<file path="config.mk">
export PLATFORM = sky130hd
export DESIGN_NAME = frp_device_flat
export DESIGN_NICKNAME = d
export VERILOG_FILES = /design/src/logic/frp_pkg.sv /design/src/logic/frp_if.sv /design/src/logic/frp_device.sv /design/src/flat_wrapper.sv
export VERILOG_INCLUDE_DIRS = /design/src /design/src/logic
export SDC_FILE = /design/constraint.sdc
export NUM_CORES = 1
export LEC_CHECK = 0
export ABC_AREA = 1
export ABC_CLOCK_PERIOD_IN_PS = 3000
export BUFFER_PORTS_ARGS = -buffer_cell sky130_fd_sc_hd__clkbuf_2
export CAP_MARGIN = 20
export CORE_ASPECT_RATIO = 0.8
export CORE_MARGIN = 5
export CORE_UTILIZATION = 25
export DETAILED_ROUTE_END_ITERATION = 8
export GPL_ROUTABILITY_DRIVEN = 0
export PLACE_DENSITY_LB_ADDON = 0.2
export SETUP_SLACK_MARGIN = 0.5
export SYNTH_ARGS = -nofsm -noshare
export SYNTH_HDL_FRONTEND = slang
export SYNTH_SLANG_ARGS = --single-unit
</file>
<file path="constraint.sdc">
create_clock -name mclk -period 3 [get_ports mclk]
set_input_delay 0.6 -clock mclk [delete_from_list [all_inputs] [get_ports mclk]]
set_output_delay 0.6 -clock mclk [all_outputs]
set_load 0.01 [all_outputs]
</file>
<file path="src/logic/frp_map.svh">
`ifndef FRP_MAP_SVH
`define FRP_MAP_SVH
`define FRP_CLK_PERIOD_NS 10
`define FRP_ACC_TIME_NS 90
`define FRP_SLEEP_EXTRA_NS 60
`define FRP_SLEEP_CYC ((`FRP_ACC_TIME_NS + `FRP_SLEEP_EXTRA_NS + \
  `FRP_CLK_PERIOD_NS - 1) / `FRP_CLK_PERIOD_NS)
`define FRP_CE_ACC_NS 90
`define FRP_CE_ACC_CYC ((`FRP_CE_ACC_NS + `FRP_CLK_PERIOD_NS - 1) / \
  `FRP_CLK_PERIOD_NS)
`define FRP_BURST_MIN_MHZ 5
`define FRP_BURST_GAP_CYC (1000 / (`FRP_BURST_MIN_MHZ * \
  `FRP_CLK_PERIOD_NS))
`define FRP_RST_IDLE_NS 500
`define FRP_RST_IDLE_CYC (`FRP_RST_IDLE_NS / `FRP_CLK_PERIOD_NS)
`define FRP_RST_BUSY_MIN_US 1
`define FRP_RST_BUSY_MAX_US 7
`define FRP_RST_BUSY_CYC ((`FRP_RST_BUSY_MAX_US * 1000) / \
  `FRP_CLK_PERIOD_NS)
`define FRP_RST_WAIT_US 11
`define FRP_RST_WAIT_CYC ((`FRP_RST_WAIT_US * 1000) / `FRP_CLK_PERIOD_NS)
`define FRP_OP_CYC 64
`define FRP_CFG_RESET 16'h0000
`define FRP_MARK_WORDS 4
`endif

</file>
<file path="src/logic/frp_pkg.sv">
package frp_pkg;
  typedef enum logic [1:0] {CMD_NONE, CMD_READ, CMD_PROG, CMD_CFG} frp_cmd_type;
  typedef enum {ST_READ, ST_BUSY, ST_RST_BUSY, ST_RST_IDLE} frp_state_type;
endpackage : frp_pkg

</file>
<file path="src/logic/frp_if.sv">
`timescale 1ns/100ps
interface frp_if;
  logic ce_n;
  logic oe_n;
  logic we_n;
  logic reset_n;
  logic burst_n;
  logic [15:0] addr;
  logic [15:0] dq_host;
  logic dq_host_oe;
  logic [15:0] dq_dev;
  logic dq_dev_oe;
  logic ready_busy_n;
  modport dev (input ce_n, oe_n, we_n, reset_n, burst_n, addr, dq_host,
    dq_host_oe, output dq_dev, dq_dev_oe, ready_busy_n);
  modport host (output ce_n, oe_n, we_n, reset_n, burst_n, addr, dq_host,
    dq_host_oe, input dq_dev, dq_dev_oe, ready_busy_n);
endinterface : frp_if

</file>
<file path="src/logic/frp_device.sv">
`timescale 1ns/100ps
`include "frp_map.svh"
module frp_device
  import frp_pkg::*;
(
  // Clock and reset
  input wire logic mclk,
  input wire logic reset,
  // Flash pins
  frp_if.dev bus,
  // Status
  output logic sleeping,
  output logic corrupt_flag,
  output logic [15:0] config_reg
);
  // ---------------------------------------------
  // Storage
  // ---------------------------------------------
  logic [15:0] mem_q [0:15];
  logic [15:0] mark_rom [0:`FRP_MARK_WORDS-1];
  assign mark_rom[0] = 16'h1234; // Arbitrary marking value
  assign mark_rom[1] = 16'h5678;
  assign mark_rom[2] = 16'h9ABC;
  assign mark_rom[3] = 16'hDEF0;

  frp_state_type st_q, st_d;
  logic [15:0] cnt_q, cnt_d;
  logic [15:0] idle_q, idle_d;
  logic [15:0] cfg_q, cfg_d;
  logic [15:0] dout_q, dout_d;
  logic doe_q, doe_d;
  logic rb_q, rb_d;
  logic sleep_q, sleep_d;
  logic bad_q, bad_d;
  logic [3:0] tgt_q, tgt_d;
  logic [15:0] pdat_q, pdat_d;
  logic [15:0] last_addr_q, last_addr_d;
  logic we_n_q, we_n_d;
  logic wr_edge;

  function automatic logic is_mark(input logic [15:0] a);
    is_mark = (a[15:4] == 12'hFFF);
  endfunction : is_mark

  assign wr_edge = !we_n_q && bus.we_n && !bus.ce_n && bus.oe_n;

  // ---------------------------------------------
  // Next state
  // ---------------------------------------------
  always_comb
  begin
    st_d = st_q;
    cnt_d = cnt_q;
    idle_d = idle_q;
    cfg_d = cfg_q;
    dout_d = dout_q;
    doe_d = doe_q;
    rb_d = rb_q;
    sleep_d = sleep_q;
    bad_d = bad_q;
    tgt_d = tgt_q;
    pdat_d = pdat_q;
    last_addr_d = bus.addr;
    we_n_d = bus.we_n;
    if (!bus.reset_n)
    begin
      // Abort, float, clear config, ignore all cycles
      doe_d = 1'b0;
      cfg_d = `FRP_CFG_RESET;
      sleep_d = 1'b0;
      if (st_q == ST_BUSY)
      begin
        st_d = ST_RST_BUSY;
        cnt_d = 16'(`FRP_RST_BUSY_CYC);
        bad_d = 1'b1;
        rb_d = 1'b0;
      end
      else if (st_q == ST_READ)
      begin
        st_d = ST_RST_IDLE;
        cnt_d = 16'(`FRP_RST_IDLE_CYC);
      end
    end
    else
    begin
      case (st_q)
        ST_READ:
        begin
          rb_d = 1'b1;
          if (wr_edge)
          begin
            if (bus.addr[15:12] == 4'hC)
              cfg_d = bus.dq_host;
            else if (!is_mark(bus.addr))
            begin
              st_d = ST_BUSY;
              cnt_d = 16'(`FRP_OP_CYC);
              tgt_d = bus.addr[3:0];
              pdat_d = bus.dq_host;
              rb_d = 1'b0;
            end
          end
        end
        ST_BUSY:
        begin
          // Deselect does not stop the operation
          if (cnt_q == 16'h0000)
          begin
            st_d = ST_READ;
            rb_d = 1'b1;
            bad_d = 1'b0;
          end
          else
            cnt_d = cnt_q - 16'h0001;
        end
        ST_RST_BUSY, ST_RST_IDLE:
        begin
          if (cnt_q == 16'h0000)
          begin
            st_d = ST_READ;
            rb_d = 1'b1;
          end
          else
            cnt_d = cnt_q - 16'h0001;
        end
        default: st_d = ST_READ;
      endcase
      // Output path only while reading
      if (st_d == ST_READ || st_q == ST_READ)
      begin
        if (bus.ce_n || bus.oe_n)
        begin
          doe_d = 1'b0;
          sleep_d = 1'b0;
        end
        else
        begin
          doe_d = 1'b1;
          // New burst start restarts access like an address change
          if (bus.addr != last_addr_q || !bus.burst_n)
          begin
            idle_d = 16'h0000;
            sleep_d = 1'b0;
          end
          else if (idle_q < 16'(`FRP_SLEEP_CYC))
            idle_d = idle_q + 16'h0001;
          else
            sleep_d = 1'b1;
          // Sleep latches data; new address brings new data
          if (!sleep_q || bus.addr != last_addr_q)
            dout_d = is_mark(bus.addr) ? mark_rom[bus.addr[1:0]]
                                       : mem_q[bus.addr[3:0]];
        end
      end
      else
        doe_d = 1'b0;
    end
  end

  // ---------------------------------------------
  // Registers
  // ---------------------------------------------
  always_ff @(posedge mclk)
  begin
    if (reset)
    begin
      st_q <= ST_READ;
      cnt_q <= 16'h0000;
      idle_q <= 16'h0000;
      cfg_q <= `FRP_CFG_RESET;
      dout_q <= 16'h0000;
      doe_q <= 1'b0;
      rb_q <= 1'b1;
      sleep_q <= 1'b0;
      bad_q <= 1'b0;
      tgt_q <= 4'h0;
      pdat_q <= 16'h0000;
      last_addr_q <= 16'h0000;
      we_n_q <= 1'b1;
    end
    else
    begin
      st_q <= st_d;
      cnt_q <= cnt_d;
      idle_q <= idle_d;
      cfg_q <= cfg_d;
      dout_q <= dout_d;
      doe_q <= doe_d;
      rb_q <= rb_d;
      sleep_q <= sleep_d;
      bad_q <= bad_d;
      tgt_q <= tgt_d;
      pdat_q <= pdat_d;
      last_addr_q <= last_addr_d;
      we_n_q <= we_n_d;
    end
  end

  // ---------------------------------------------
  // Array
  // ---------------------------------------------
  always_ff @(posedge mclk)
  begin
    if (st_q == ST_BUSY && cnt_q == 16'h0000 && bus.reset_n)
      mem_q[tgt_q] <= pdat_q;
    else if (st_q == ST_BUSY && !bus.reset_n)
      mem_q[tgt_q] <= 16'hDEAD;
  end

  assign bus.dq_dev = dout_q;
  assign bus.dq_dev_oe = doe_q;
  assign bus.ready_busy_n = rb_q;
  assign sleeping = sleep_q;
  assign corrupt_flag = bad_q;
  assign config_reg = cfg_q;
endmodule : frp_device

</file>
<file path="src/flat_wrapper.sv">
// flat-port wrapper written by rule: the top's interface ports become plain ports
module frp_device_flat import frp_pkg::*;
  (mclk, reset, sleeping, corrupt_flag, config_reg, bus_ce_n, bus_oe_n, bus_we_n, bus_reset_n, bus_burst_n, bus_addr, bus_dq_host, bus_dq_host_oe, bus_dq_dev, bus_dq_dev_oe, bus_ready_busy_n);
  frp_if bus_i ();
  input wire logic mclk;
  input wire logic reset;
  output logic sleeping;
  output logic corrupt_flag;
  output logic [15:0] config_reg;
  input wire logic [$bits(bus_i.ce_n)-1:0] bus_ce_n;
  input wire logic [$bits(bus_i.oe_n)-1:0] bus_oe_n;
  input wire logic [$bits(bus_i.we_n)-1:0] bus_we_n;
  input wire logic [$bits(bus_i.reset_n)-1:0] bus_reset_n;
  input wire logic [$bits(bus_i.burst_n)-1:0] bus_burst_n;
  input wire logic [$bits(bus_i.addr)-1:0] bus_addr;
  input wire logic [$bits(bus_i.dq_host)-1:0] bus_dq_host;
  input wire logic [$bits(bus_i.dq_host_oe)-1:0] bus_dq_host_oe;
  output wire logic [$bits(bus_i.dq_dev)-1:0] bus_dq_dev;
  output wire logic [$bits(bus_i.dq_dev_oe)-1:0] bus_dq_dev_oe;
  output wire logic [$bits(bus_i.ready_busy_n)-1:0] bus_ready_busy_n;
  assign bus_i.ce_n = bus_ce_n;
  assign bus_i.oe_n = bus_oe_n;
  assign bus_i.we_n = bus_we_n;
  assign bus_i.reset_n = bus_reset_n;
  assign bus_i.burst_n = bus_burst_n;
  assign bus_i.addr = bus_addr;
  assign bus_i.dq_host = bus_dq_host;
  assign bus_i.dq_host_oe = bus_dq_host_oe;
  assign bus_dq_dev = bus_i.dq_dev;
  assign bus_dq_dev_oe = bus_i.dq_dev_oe;
  assign bus_ready_busy_n = bus_i.ready_busy_n;
  frp_device u_core (.mclk(mclk), .reset(reset), .bus(bus_i), .sleeping(sleeping), .corrupt_flag(corrupt_flag), .config_reg(config_reg));
endmodule
</file>
==> flow_summary.json <==
{
  "nets": 1834,
  "worstPathArrival_ns": 2.57,
  "die_area_um2": 70100,
  "antenna_found_initial": 1,
  "syn_avg_cell_area_um2": 9.58,
  "area_delta_synth_final_pct": 18.5,
  "hold_path.class": "in2reg",
  "status": "completed",
  "synth_mux_area_frac": 0,
  "slowest_stage": "dfxtp_1",
  "internal_power_mw": 9.02,
  "clock_sinks": 393,
  "seq_power_share": 0.493,
  "finalSetupTns_ns": 0,
  "portBuffers": 74,
  "switching_share": 0.253,
  "max_cap_violations": 0,
  "cts_tree": "built",
  "grt_pass1_vias": 11430,
  "die_h_um": 238,
  "place_ws_ns": 0.239,
  "drtIter0Drc": 692,
  "synthAdderAreaFrac": 0.00386,
  "fin_crit_ns": 2.34,
  "top_regs": "u_core.mem_q: 256 flops, u_core.st_q: 32 flops",
  "finalCritPeriodShare": 0.780,
  "share_comb_of_total_power": 0.111,
  "clock.fmax_mhz": 427,
  "p_sw_mw": 3.05,
  "grt_overflow": 0,
  "clk_latency_ns": 0.54,
  "num_vias": 11896,
  "worst_pin_slew_ns": 0.961,
  "synth_cell_types": 37,
  "worst-path-buf-inv": 2,
  "slew_headroom": 0.357,
  "netlist_area_um2": 16200,
  "ys_seq_elements": 393,
  "clk_pin_slew_worst_paths_ns": 0.06,
  "powerDensity_nw_per_um2": 628,
  "postRouteAntennaNets": 0,
  "wl_per_cell_um": 16.8,
  "critical_path_class": "reg2reg",
  "grt_pass1_wl_um": 68600,
  "clock-root-buffer": "clkbuf_16",
  "largest_reg_flops": 256,
  "layout-drive-gt1-share": 0.133,
  "seq_area_frac_synth": 0.643,
  "synth_simple_gate_area_frac": 0.220,
  "hpwlAfterDp_um": 29800,
  "fin_skew_ns": 0.00985,
  "grt.total_usage": 0.125,
  "htreeDepth": 2,
  "start_util": 0.253,
  "vias_per_cell": 4.46,
  "setup_viol": 0,
  "yosysWarnings": 0,
  "clkPwrFrac": 0.395,
  "clockBufferDepth": 3,
  "postCtsHoldBufs": 0,
  "synth_compound_area_frac": 0.0663,
  "syn_inst": 1693,
  "path_delay_family": "simple AND/OR/NAND/NOR gates",
  "start_kind": "flip-flop",
  "cts_buffers": 39,
  "endpoint_kind": "flip-flop",
  "drv_slew": 0,
  "cpMostUsedCell": "nand2_1",
  "drc": 0,
  "fp-row-count": 83,
  "required_ns": 3.23,
  "path_cells": "inv_1 -> nor3_1 -> nand2_1 -> nor3_2 -> nand2_1 -> nand2_2 -> nand3_2 -> nor2_2 -> buf_4",
  "syn_nets": 1738,
  "synth_xor_xnor_area_share": 0.0130,
  "cp_max_fo": 10,
  "worst_slack_ns": 0.660,
  "wl_um": 45000,
  "synth_top_family_by_area": "simple AND/OR/NAND/NOR gates",
  "ir_drop_mv": 0.340,
  "pin_count": 76,
  "rsz0062_at_grt": "true",
  "die_width_um": 295,
  "grt_max_degree": 76,
  "hold_viol": 0,
  "num-fill-cells": 6728,
  "leakagePower_nw": 7.40,
  "drtPass1Iterations": 4,
  "cpPeakStageDelay_ns": 0.40,
  "core-area_um2": 64200,
  "top_register": "u_core.mem_q"
}
placed cells by master (no fill, tap or decap), drive strengths merged:
master  count
dfxtp     137
o22ai      21
a21boi      1
or2         3
ha          5
edfxtp    256
clkbuf    136
diode       1
a21oi      42
nor3       17
xor2       18
nand3     159
nor2      327
a31oi       1
and2        1
nand4      26
o21ai     129
nor4        2
o211ai     10
buf        67
inv       132
nand2     310
clkinv     12
nand3b      1
xnor2       6
synthesized netlist by cell type:
cell	number	area [um2]
nor3_1	13	65.1
nor2_4	1	11.3
clkinv_1	3	11.3
a21oi_1	42	210
and2_1	1	6.26
dfxtp_1	137	2740
o211ai_1	10	75.1
buf_2	21	105
o21ai_0	128	641
edfxtp_1	256	7690
clkbuf_2	1	5.00
or2_2	3	18.8
inv_1	132	495
xor2_1	18	158
nor4_1	2	12.5
buf_6	1	11.3
a21boi_0	1	7.51
nor3_2	4	40.0
nand2_1	306	1150
o22ai_1	21	131
nand2_4	1	11.3
nand4_1	26	163
nand2_2	3	18.8
buf_1	12	45.0
nand3_1	154	771
clkbuf_1	47	176
nand3_4	1	17.5
xnor2_1	6	52.6
buf_4	3	22.5
o21ai_1	1	5.00
inv_2	1	3.75
ha_1	5	62.6
nor2_1	321	1200
nand3b_1	1	7.51
nand3_2	4	40.0
a31oi_1	1	6.26
nor2_2	5	31.3
what timing repair did:
item	4_1_cts	5_1_grt
resized for setup	11	6
endpoints found under the setup margin	190	143
setup buffers	2	1
pin swaps	2	1
endpoints found under the hold margin	0	0
worst paths after layout:
path	cells past startpoint	startpoint	endpoint	slack, ns
setup / recovery	9	u_core.st_q[0]	u_core.mem_q[6][15]	0.66
setup reg to reg	9	u_core.st_q[0]	u_core.mem_q[6][15]	0.66
hold / removal	2	bus_we_n	u_core.we_n_q	0.27
hold reg to reg	2	u_core.st_q[28]	u_core.st_q[28]	0.43
metal layers:
layer	vias up	track usage	wire, um
li1	5844	-	-
met1	5786	0.185	22400
met2	208	0.191	19800
met3	58	0.0187	1830
met4	0	0.0310	861
met5	-	0	0
final cells by class:
| type | count | area (um2) | share of cell area |
|---|---|---|---|
| Antenna cell | 1 | 2.50 | 0.000130 |
| Clock buffer | 63 | 1200 | 0.0624 |
| Clock inverter | 8 | 33.8 | 0.00176 |
| Inverter | 136 | 512 | 0.0266 |
| Multi-Input combinational cell | 1079 | 5010 | 0.261 |
| Sequential cell | 393 | 10400 | 0.543 |
| Tap cell | 850 | 1060 | 0.0553 |
| Timing Repair Buffer | 140 | 966 | 0.0503 |
power by group through the flow:
stage | Clock (mW) | Sequential [mW] | Combinational, mW
final | 4.77 | 5.96 | 1.34
after global routing | 5.16 | 5.97 | 1.52
after CTS | 4.92 | 5.96 | 1.36
after detailed placement | 0 | 6.07 | 1.35
after global placement | 0 | 6.07 | 1.34
after floorplan | 0 | 6.06 | 0.912
worst register-to-register path, delay by kind of cell (launching register included):
family | cells | cell delay, ns
simple gates | 7 | 1.24
flops | 1 | 0.40
buf+inv | 2 | 0.38
through the flow:
stage	instance area (um2)	hold slack [ns]	power (mW)	utilization	std cells
after detailed placement	17900	0.420	7.42	0.278	2592
after global routing	19200	0.260	12.6	0.299	2669
after CTS	19200	0.232	12.2	0.299	2665
final	19200	0.266	12.1	0.299	2670
after global placement	17900	0.417	7.41	0.278	2592
after floorplan	16200	0.408	6.97	-	1693
cells by family after synthesis:
family                     count (synthesis)
buffers and inverters                    221
xor gates and xnor gates                  24
adders and majority gates                  5
and+or+nand+nor                          846
AOI/OAI and AO/OA                        204
DFF                                      393
Note: power is estimated with default switching activity, not from simulation.
